[src/shared/reader_fifo_params.svh]
// offsets, field positions, reset values and levels of the reader byte fifo
// assumes nothing; definitions only, included by bare name
`ifndef READER_FIFO_PARAMS_SVH
`define READER_FIFO_PARAMS_SVH

// =====================================================================
// register offsets
`define FIFO_TXLEN_HI_ADDR  5'h1D
`define FIFO_TXLEN_LO_ADDR  5'h1E
`define FIFO_DATA_ADDR      5'h1F
`define FIFO_STATUS_ADDR    5'h1C

// =====================================================================
// commands
`define FIFO_CMD_CLEAR      8'h0F

// =====================================================================
// geometry and levels
`define FIFO_DEPTH          24
`define FIFO_LOW_LEVEL      6
`define FIFO_HIGH_LEVEL     18
`define FIFO_COUNT_WIDTH    12

// =====================================================================
// status byte fields
`define FIFO_ST_COUNT_LSB   0
`define FIFO_ST_COUNT_MSB   4
`define FIFO_ST_LOW_BIT     5
`define FIFO_ST_HIGH_BIT    6
`define FIFO_ST_OVER_BIT    7

// =====================================================================
// reset values
`define FIFO_TXLEN_RESET    12'h000
`define FIFO_COUNT_RESET    12'h000

`endif

[src/shared/reader_fifo_pkg.sv]
// types shared by the reader byte fifo and its neighbours
// assumes the register access arrives already decoded from the host link
package reader_fifo_pkg;

    // =================================================================
    // one decoded register access from the host interface logic
    typedef struct packed {
        logic       write;     // one-cycle write strobe
        logic       read;      // one-cycle read strobe
        logic       cont;      // access made in continuous address mode
        logic [4:0] addr;      // register address
        logic [7:0] data;      // write data
    } reg_access_s;

    // =================================================================
    // one command byte from the host interface logic
    typedef struct packed {
        logic       valid;     // one-cycle command strobe
        logic [7:0] code;      // command code
    } command_s;

endpackage

[src/core/reader_byte_fifo.sv]
// 24-byte circular fifo between the host link and the tx/rx framing logic
// assumes host accesses and commands arrive decoded on this clock, and that
// the framing logic is on the same clock, so no input needs synchronising
//
// What this block does
// - circular 24-byte store, write wraps 23 to 0
// - clear command empties fifo, zeroes pointers
// - input counter counts every byte loaded
// - output counter counts every byte taken out
// - both counters are twelve bits wide
// - request interrupt below six in transmit or above eighteen in receive
// - never pass more bytes than tx length
// - flag transmitter when final byte leaves fifo
// - status register shows current byte count
// - overflow flag on byte arriving when full
// - low flag set on low fill during transmit
// - high flag set on high fill during receive
// - data port reached only in continuous mode
`timescale 1ns/1ps
`include "reader_fifo_params.svh"

module reader_byte_fifo #(
    parameter int DEPTH = `FIFO_DEPTH,      // byte locations
    parameter int CW    = `FIFO_COUNT_WIDTH // counter width
) (
    input  wire logic                        clk,       // 10 MHz system clock
    input  wire logic                        reset_n,   // async reset, active low
    input  wire reader_fifo_pkg::reg_access_s access,   // decoded host access
    input  wire reader_fifo_pkg::command_s   command,   // decoded host command
    input  wire logic                        txMode,    // transmission in progress
    input  wire logic                        rxMode,    // reception in progress
    input  wire logic                        rxValid,   // framer delivers a byte
    input  wire logic [7:0]                  rxByte,    // received byte
    input  wire logic                        txTake,    // transmitter asks for a byte
    output logic      [7:0]                  rdData,    // host read data
    output logic                             rdValid,   // host read data strobe
    output logic      [7:0]                  txData,    // byte to transmitter
    output logic                             txValid,   // txData strobe
    output logic                             txLast,    // final byte of frame
    output logic                             fifoIrq    // fill level request
);

    localparam int AW = $clog2(DEPTH);      // pointer width

    // =================================================================
    // elaboration checks; the length packing needs at least nine counter bits
    if (DEPTH < 2 || DEPTH >= (1 << CW)) begin : g_bad_depth
        $error("reader_byte_fifo: depth does not suit counter width");
    end
    if (CW < 9 || CW > 16) begin : g_bad_width
        $error("reader_byte_fifo: counter width must be 9 to 16");
    end

    // =================================================================
    // state
    logic [CW-1:0] inCount;                 // bytes loaded since clear
    logic [CW-1:0] outCount;                // bytes taken since clear
    logic [AW-1:0] wrPtr;                   // next write location
    logic [AW-1:0] rdPtr;                   // next read location
    logic [CW-1:0] txLength;                // programmed byte count
    logic          overFlag;                // sticky overflow
    logic          lowFlag;                 // sticky low level in transmit
    logic          highFlag;                // sticky high level in receive
    logic          hostRdPend;              // host read in ram stage
    logic          hostRdFifo;              // pending port read takes a fifo byte
    logic [4:0]    hostRdAddr;              // pending read address
    logic          txPend;                  // tx byte in ram stage
    logic          txPendLast;              // that byte ends the frame
    logic [7:0]    ramQ;                    // registered ram data

    // =================================================================
    // decode: continuous mode is the only path to the data port
    wire           portHit    = access.cont && access.addr == `FIFO_DATA_ADDR;
    wire           clearCmd   = command.valid && command.code == `FIFO_CMD_CLEAR;
    wire           hostWrPort = access.write && portHit && txMode;
    wire           hostRdPort = access.read && portHit && !txMode;
    wire [CW-1:0]  fill       = inCount - outCount;
    wire           isFull     = fill >= CW'(DEPTH);
    wire           isEmpty    = fill == '0;
    // writes come from the host while sending, from the framer otherwise
    wire           wrReq      = txMode ? hostWrPort : rxValid;
    wire [7:0]     wrByte     = txMode ? access.data : rxByte;
    wire           wrOk       = wrReq && !isFull && !clearCmd;
    wire           overEvent  = wrReq && isFull;
    // tx may not pass the programmed length
    wire           txRoom     = outCount < txLength;
    wire           txOk       = txMode && txTake && !isEmpty && txRoom && !clearCmd;
    wire           txFinal    = (outCount + CW'(1)) == txLength;
    wire           hostRdOk   = hostRdPort && !isEmpty && !clearCmd;
    wire           rdOk       = txOk || hostRdOk;
    wire           lowLevel   = fill < CW'(`FIFO_LOW_LEVEL);
    wire           highLevel  = fill > CW'(`FIFO_HIGH_LEVEL);
    wire           lowEvent   = txMode && lowLevel;
    wire           highEvent  = rxMode && highLevel;
    wire [AW-1:0]  lastLoc    = AW'(DEPTH - 1);
    wire [AW-1:0]  next_wrPtr = (wrPtr == lastLoc) ? '0 : wrPtr + AW'(1);
    wire [AW-1:0]  next_rdPtr = (rdPtr == lastLoc) ? '0 : rdPtr + AW'(1);
    wire [4:0]     countField = (fill > CW'(31)) ? 5'h1F : fill[4:0];
    wire [7:0]     statusByte = {overFlag, highFlag, lowFlag, countField};
    wire [7:0]     regByte    = (hostRdAddr == `FIFO_STATUS_ADDR)   ? statusByte :
                                (hostRdAddr == `FIFO_TXLEN_HI_ADDR) ?
                                    8'(txLength >> 8) :
                                (hostRdAddr == `FIFO_TXLEN_LO_ADDR) ?
                                    txLength[7:0] : 8'h00;

    // =================================================================
    // byte store
    fifo_byte_ram #(
        .DEPTH (DEPTH),
        .AW    (AW)
    ) store (
        .clk    (clk),
        .wrEn   (wrOk),
        .wrAddr (wrPtr),
        .wrData (wrByte),
        .rdEn   (rdOk),
        .rdAddr (rdPtr),
        .rdData (ramQ)
    );

    // =================================================================
    // pointers and counters; clear wins over a same-cycle move
    always_ff @(posedge clk or negedge reset_n) begin
        if (!reset_n) begin
            inCount  <= `FIFO_COUNT_RESET;
            outCount <= `FIFO_COUNT_RESET;
            wrPtr    <= '0;
            rdPtr    <= '0;
        end else if (clearCmd) begin
            inCount  <= '0;
            outCount <= '0;
            wrPtr    <= '0;
            rdPtr    <= '0;
        end else begin
            if (wrOk) begin
                inCount <= inCount + CW'(1);
                wrPtr   <= next_wrPtr;
            end
            if (rdOk) begin
                outCount <= outCount + CW'(1);
                rdPtr    <= next_rdPtr;
            end
        end
    end

    // =================================================================
    // tx length, written by the host ahead of the data bytes
    // high register holds the top bits in its low nibble
    always_ff @(posedge clk or negedge reset_n) begin
        if (!reset_n) begin
            txLength <= `FIFO_TXLEN_RESET;
        end else if (access.write && access.addr == `FIFO_TXLEN_HI_ADDR) begin
            txLength <= {access.data[CW-9:0], txLength[7:0]};
        end else if (access.write && access.addr == `FIFO_TXLEN_LO_ADDR) begin
            txLength <= {txLength[CW-1:8], access.data};
        end
    end

    // =================================================================
    // sticky flags; an event in the clearing cycle still sets its flag
    always_ff @(posedge clk or negedge reset_n) begin
        if (!reset_n) begin
            overFlag <= 1'b0;
            lowFlag  <= 1'b0;
            highFlag <= 1'b0;
        end else begin
            overFlag <= overEvent || (overFlag && !clearCmd);
            lowFlag  <= lowEvent  || (lowFlag  && !clearCmd);
            highFlag <= highEvent || (highFlag && !clearCmd);
        end
    end

    // =================================================================
    // level request: live, not sticky, so refilling drops it by itself
    always_ff @(posedge clk or negedge reset_n) begin
        if (!reset_n) begin
            fifoIrq <= 1'b0;
        end else begin
            fifoIrq <= (txMode && lowLevel) || (rxMode && highLevel);
        end
    end

    // =================================================================
    // transmit path: ram data lines up with the strobe one cycle later
    always_ff @(posedge clk or negedge reset_n) begin
        if (!reset_n) begin
            txPend     <= 1'b0;
            txPendLast <= 1'b0;
            txValid    <= 1'b0;
            txLast     <= 1'b0;
        end else begin
            txPend     <= txOk;
            txPendLast <= txOk && txFinal;
            txValid    <= txPend;
            txLast     <= txPendLast;
        end
    end

    // the byte must still be there when txValid shows, so it is held
    always_ff @(posedge clk or negedge reset_n) begin
        if (!reset_n) begin
            txData <= 8'h00;
        end else if (txPend) begin
            txData <= ramQ;
        end
    end

    // =================================================================
    // host read path, two cycles for every register alike
    always_ff @(posedge clk or negedge reset_n) begin
        if (!reset_n) begin
            hostRdPend <= 1'b0;
            hostRdFifo <= 1'b0;
            hostRdAddr <= 5'h00;
            rdValid    <= 1'b0;
            rdData     <= 8'h00;
        end else begin
            hostRdPend <= access.read;
            hostRdFifo <= hostRdOk;
            hostRdAddr <= access.addr;
            rdValid    <= hostRdPend;
            if (hostRdPend) begin
                // empty or single-mode port reads return zero
                rdData <= hostRdFifo ? ramQ : regByte;
            end
        end
    end

endmodule

[src/core/fifo_byte_ram.sv]
// small byte memory for the reader fifo, one write and one read port
// assumes the caller keeps both addresses below the depth
`timescale 1ns/1ps

module fifo_byte_ram #(
    parameter int DEPTH = 24,               // number of byte locations
    parameter int AW    = 5                 // address width
) (
    input  wire logic          clk,         // system clock
    input  wire logic          wrEn,        // write strobe
    input  wire logic [AW-1:0] wrAddr,      // write location
    input  wire logic [7:0]    wrData,      // write byte
    input  wire logic          rdEn,        // read strobe
    input  wire logic [AW-1:0] rdAddr,      // read location
    output logic      [7:0]    rdData       // registered read byte
);

    // =================================================================
    // storage
    logic [7:0] mem [DEPTH];                // byte array, no reset needed

    // refuse a depth that the address cannot reach
    if (DEPTH < 2 || DEPTH > (1 << AW)) begin : g_bad_size
        $error("fifo_byte_ram: depth does not fit address width");
    end

    // =================================================================
    // write and registered read; data hold when no read
    always_ff @(posedge clk) begin
        if (wrEn) begin
            mem[wrAddr] <= wrData;
        end
        if (rdEn) begin
            rdData <= mem[rdAddr];
        end
    end

endmodule

[config.mk]
export PLATFORM = sky130hd
export DESIGN_NAME = reader_byte_fifo
export DESIGN_NICKNAME = d
export VERILOG_FILES = /design/src/shared/reader_fifo_pkg.sv /design/src/core/reader_byte_fifo.sv /design/src/core/fifo_byte_ram.sv
export VERILOG_INCLUDE_DIRS = /design/src /design/src/shared
export SDC_FILE = /design/constraint.sdc
export NUM_CORES = 1
export LEC_CHECK = 0
export BUFFER_PORTS_ARGS = -buffer_cell sky130_fd_sc_hd__buf_4
export CORE_MARGIN = 2
export CORE_UTILIZATION = 44
export DETAILED_ROUTE_END_ITERATION = 6
export GPL_TIMING_DRIVEN = 1
export SLEW_MARGIN = 20
export SYNTH_ARGS = -nofsm -noshare
export SYNTH_HDL_FRONTEND = slang
export SYNTH_SLANG_ARGS = --single-unit
[constraint.sdc]
create_clock -name clk -period 5.43 [get_ports clk]
set_input_delay 0.543 -clock clk [delete_from_list [all_inputs] [get_ports clk]]
set_output_delay 0.543 -clock clk [all_outputs]
set_load 0.05 [all_outputs]
-- After elaboration in Yosys (flattened, before gate mapping)
Memory sizes are Yosys's and may differ from the RTL's. A register that Yosys moved wholly into a read port is not among the register bits.
Index checks and enable logic that the tools add are counted.
- register bits: 78
- bits in writable memories: 192
- input port bits: 39
- word-level logic and storage cells: 99
- memories kept: 1
- memories (name ; depth ; bits a word ; read ports ; clocked after memory_dff ; wr ports ; RTL line ; text):
    store.mem ; 24 ; 8 ; 1 ; 1 ; 1 ; fifo_byte_ram.sv:20 ; logic [7:0] mem [DEPTH];
- add/sub/neg operators: 5
- order comparisons: 5
- equal/unequal tests: 10
- mux-type cells: 21
- bitwise logic cells: 1
- reductions and logical operators: 36
- operator list (cell ; count):
    $mux 12 ; 5
    $mux 8 ; 6
    $eq 5x5->1 const B ; 8
    $mux 5 ; 7
    $add 12x1->12 const B ; 2
    $gt 12x5->1 const B ; 2
    $logic_and 1x1->1 ; 23
    $eq 12x12->1 ; 1
    $ge 12x5->1 const B ; 1
    $logic_not 12->1 ; 1
    $lt 12x12->1 ; 1
    $lt 12x3->1 const B ; 1
    $sub 12x12->12 ; 1
    $add 5x1->5 const B ; 2
    $eq 8x4->1 const B ; 1
    $logic_or 1x1->1 ; 5
    $logic_not 1->1 ; 4
    $reduce_bool 2->1 ; 2
    $mux 1 ; 3
    $reduce_and 2->1 ; 1
    $not 1->1 ; 1

-- Logic depth before layout (Yosys ltp)
- depth in word-level cells: 9
- gate-level depth with buffers: 14

-- Hierarchy
Synthesis repeated with hierarchy kept, for this count alone.
- cells, all modules: 934
- area, all modules: 12817.3 um^2
- modules (own cells, without submodules) (module ; times used ; cells an instance ; area an instance (um^2)):
    fifo_byte_ram ; 1 ; 383 ; 7800.0
    reader_byte_fifo ; 1 ; 551 ; 5017.3

-- Worst setup path after synthesis
No wires, ideal clock.
- path type: reg-to-reg
- start: register inCount[0]
- end: memory store.mem[0][0], enable pin
- data arrival time: 3455 ps
- slack: 1605 ps
- stages on the path, launching flop included: 14
- path through: dfrtp_1 > inv_1 > ha_1 > inv_1 > fa_1 > a21o_1 > a31o_2 > a2111o_1 > a21o_1 > a31o_1 > a211oi_2 > buf_2 > nand4_1 > nor2_1
- cells in the longest elaborated chain, start to end: 7
- RTL lines (item ; RTL line ; text):
    from (decl) ; reader_byte_fifo.sv:56 ; logic [CW-1:0] inCount;
    from (signal assigned) ; reader_byte_fifo.sv:125 ; inCount <= `FIFO_COUNT_RESET;
    from (signal assigned) ; reader_byte_fifo.sv:136 ; inCount <= inCount + CW'(1);
    $sub 12x12->12 ; reader_byte_fifo.sv:77 ; wire [CW-1:0] fill = inCount - outCount;
    $ge 12x5->1 ; reader_byte_fifo.sv:78 ; wire isFull = fill >= CW'(DEPTH);
    $logic_not 1->1 ; reader_byte_fifo.sv:83 ; wire wrOk = wrReq && !isFull && !clearCmd;
    $logic_and 1x1->1 (2 in series) ; reader_byte_fifo.sv:83 ;
    $mux 1 ; fifo_byte_ram.sv:30 ; if (wrEn) begin
    $mux 1 (implied by the code) ; fifo_byte_ram.sv:31 ; mem[wrAddr] <= wrData;
    to (decl) ; fifo_byte_ram.sv:20 ;
Every way passes these cells.

-- Worst setup path in the final report
- start: register inCount[0]
- end: memory store.mem[16][0], enable pin
The elaborated chain is that of the path after synthesis.

==> metrics.md <==
| Metric | Value |
|---|---|
| Outcome | `finished clean` |
| Worst path slowest cell | `nor2_1` |
| Max VDD drop | `236.4 µV` |
| Synth cell types | `66` |
| Worst hold path class | `in -> reg` |
| Pre-CTS setup slack | `0.6644 ns` |
| Synthesized net count | `between 900 and 1000` |
| GP Congestion | `roughly 0.81` |
| Period utilization | `between 80% and 90%` |
| Post-synth EDFFs | `200` |
| Mapped Area | `approximately 13000 µm²` |
| Postcts setup bufs | `0` |
| Die Wd | `174.1 µm` |
| DR pass1 iterations | `5` |
| Clock sinks | `about 280` |
| Synth Instances | `approximately 900` |
| Clock Tree Root | `clkbuf_16` |
| Initial antenna violation count | `1` |
| Largest net degree at the start of global routing | `55` |
| Crit-path leading delay family | `compound AO/OA/AOI/OAI gates` |
| Gr ovfl total | `0` |
| Max Clock Skew | `around 0.027 ns` |
| GRT Util Overall | `about a fifth` |
| CP arrival | `4.89 ns` |
| CP Cell Sequence | `inv_1 -> ha_1 -> inv_1 -> fa_1 -> a21o_1 -> a31o_2 -> a2111o_1 -> a21o_1 -> a31o_1 -> a211oi_2 -> nand4_1 -> nor2_1` |
| Hold slack | `slightly above 0.1 ns` |
| DP Wirelength | `approximately 20000 µm` |
| Die height | `between 150 and 200 µm` |
| Synthesis-to-layout area growth | `14.06%` |
| Syn avg cell area | `about 14 µm²` |
| Max Freq | `~0.21 GHz` |
| I/O Pins | `59` |
| WP buf/inv | `2` |
| Row count | `62` |
| Deepest clock path buffer count | `3` |
| Via count | `7775` |
| Post-synthesis sequential area ratio | `a little over three fifths` |
| CTS tree | `yes` |
| Final setup TNS | `0 ns` |
| Vias per std cell | `about 5.8` |
| Clock-pin slew on the worst setup and hold paths | `~0.06 ns` |
| Measured slew at the worst slew-check pin | `a little under 1 ns` |
| # DRC | `0` |
| Setup WS post-layout | `0.7184 ns` |
| Synth top area cells | `edfxtp_1 (47%), dfrtp_1 (15%), mux4_2 (9.9%)` |
| LEAKAGE | `approximately 0.0052 µW` |
| Kind of critical path | `reg -> reg` |
| Die area | `between 30000 and 40000 µm²` |
| Layout cells sized above 1 | `21.68%` |
| Final setup viols | `0` |
| Starting Density | `between 40 and 50%` |
| Worst Setup Start Kind | `flip-flop` |
| TritonCTS buffer count | `30` |
| Combinational share of power | `between 20 and 30%` |
| Clock power frac | `roughly 30%` |
| Slew headroom | `34.48%` |
| Max-slew violation count | `0` |
| Sw Ratio | `between 30% and 40%` |
| PortBufs | `a little under 60` |
| Vias in the first global route | `7560` |
| Core area | `between 20000 and 30000 µm²` |
| WL per Instance | `around 23 µm` |
| Final Hold Viols | `0` |
| Max FO, Critical Path | `8` |
| Pwr per Cell Area | `roughly 460 nW/µm²` |
| Clock Latency Late Sink | `around 0.55 ns` |
| Max-cap viol count | `0` |
| Max H-tree Level | `1` |
| Worst path max stage delay | `roughly 0.78 ns` |
| NetSw | `approximately 2200 µW` |
| Yosys top cell area share | `47.19%` |
| Number of inserted diodes | `0` |
| First-pass GRT wire length | `between 40000 and 50000 µm` |
| 1st-iter DRT viols | `788` |
| Yosys top cell by area | `edfxtp_1` |
| Sequential Power Share | `41.0%` |
| Ys async rst share | `approximately 28%` |
| Synth warn | `0` |
| Worst EP required | `between 5 and 6 ns` |
| Layout Nets | `between 1000 and 1500` |
| DRT antenna net count | `0` |
| Unrepaired setup endpoints after global routing | `false` |
| WL final | `slightly above 30000 µm` |
| Fin crit period | `approximately 4.7 ns` |
| Most used flip-flop cell after synthesis | `edfxtp_1` |
| Internal power | `4485 µW` |
| Yosys reg bits | `roughly 280` |
| CP endpoint kind | `flip-flop` |
| Tot Pwr | `about 6700 µW` |
synth_stat cells (4+ instances only):
library cell,n
mux4_2,56
mux2i_1,18
nand3b_1,5
nor3b_1,4
o311ai_1,4
o41ai_1,5
a31oi_1,7
o2111ai_1,5
o31ai_1,11
nand2b_1,6
buf_2,8
nor2b_1,7
or3_1,7
clkbuf_1,26
o211ai_1,7
inv_1,42
and2_1,6
nand3_1,27
nor4_1,7
nor3_1,11
buf_1,6
mux2_2,20
nand2_1,59
nand4_1,10
dfrtp_1,78
a21oi_1,33
xor2_1,10
and4_1,4
or4_1,6
o21ai_1,4
o311ai_0,4
xnor2_1,15
o21a_1,5
ha_1,30
a21o_1,7
edfxtp_1,200
o21ai_0,33
o221ai_1,4
nor2_1,47
worst register-to-register path, cell delays in order, from the launching register on:
cell      delay, ns
dfrtp_1        0.42
inv_1          0.09
ha_1           0.16
inv_1          0.05
fa_1           0.39
a21o_1         0.21
a31o_2         0.29
a2111o_1       0.41
a21o_1         0.22
a31o_1         0.28
a211oi_2       0.43
nand4_1        0.64
nor2_1         0.78
state kept, by name, summed over array words and instances (netlist names), 8 cells and up:
name / count
txData: 8
txLength: 12
store.rdData: 8
inCount: 12
outCount: 12
store.mem: 192
rdData: 8
cell families (layout without fill, tap and decap cells):
| kind of cell | Yosys count | after routing | synth area share (%) |
|---|---|---|---|
| flip-flops | 278 | 278 | 62.53 |
| AND/OR/NAND/NOR | 223 | 223 | 8.986 |
| AO/OA/AOI/OAI | 146 | 146 | 7.826 |
| multiplexers | 94 | 94 | 13.10 |
| buffers and inverters | 85 | 167 | 2.733 |
| adder cells (fa/ha/maj) | 31 | 31 | 3.107 |
| XOR/XNOR | 25 | 25 | 1.721 |
routing by layer:
| metal | part of all wire [%] | GRT usage (%) |
|---|---|---|
| met5 | 0 | 0 |
| met4 | 2.0 | 4.657 |
| met3 | 7.5 | 2.909 |
| met2 | 46 | 31.74 |
| met1 | 45 | 31.14 |
worst paths after layout:
path | endpoint | start | cells past startpoint | slack (ns)
max in group asynchronous | rdPtr[0] | reset_n | 3 | 3.93
setup / recovery | store.mem[16][0] | inCount[0] | 12 | 0.72
hold reg to reg | txLast | txPendLast | 0 | 0.35
setup reg to reg | store.mem[16][0] | inCount[0] | 12 | 0.72
min in group asynchronous | txLast | reset_n | 2 | 0.43
hold / removal | hostRdPend | access[14] | 1 | 0.10
power groups by stage:
stage,registers (µW),logic [µW],clock network (µW)
final,2740,1960,1980
after global routing,2780,2140,2090
after CTS,2740,1960,2020
after detailed placement,2790,1950,0
after global placement,2780,1940,0
after floorplan,2740,1440,0
repair_timing:
item	CTS	global route
hold endpoints to repair	24	0
hold buffers	1	0
endpoints found under the setup margin	0	0
resized for setup	0	0
stage by stage:
| stage | util (%) | cell area (µm²) | instances |
|---|---|---|---|
| 6_report | 50.71 | 14520 | 1348 |
| 5_1_grt | 50.71 | 14520 | 1348 |
| 4_1_cts | 50.71 | 14520 | 1348 |
| 3_5_place_dp | 47.27 | 13530 | 1291 |
| 3_3_place_gp | 47.27 | 13530 | 1291 |
| 2_1_floorplan | - | 12730 | 882 |
final cells by class:
| class | count | area [µm²] |
|---|---|---|
| Clock buffer | 38 | 822.0 |
| Clock inverter | 18 | 151.4 |
| Fill cell | 2404 | 14110 |
| Inverter | 42 | 157.7 |
| Multi-Input combinational cell | 519 | 4420 |
| Sequential cell | 278 | 7963 |
| Tap cell | 384 | 480.5 |
| Timing Repair Buffer | 69 | 520.5 |
cell usage in the layout (no fill, tap or decap), types with 10 or more instances in the layout:
cell	n
edfxtp_1	200
o31ai_1	11
nand2_1	59
o21ai_0	33
buf_4	68
nor3_1	11
ha_1	30
inv_1	42
dfrtp_1	76
a21oi_1	33
mux4_2	56
xor2_1	10
nand3_1	27
mux2i_1	18
mux2_2	20
xnor2_1	15
nand4_1	10
clkbuf_16	31
nor2_1	47
Power figures use the tool's default switching activity.
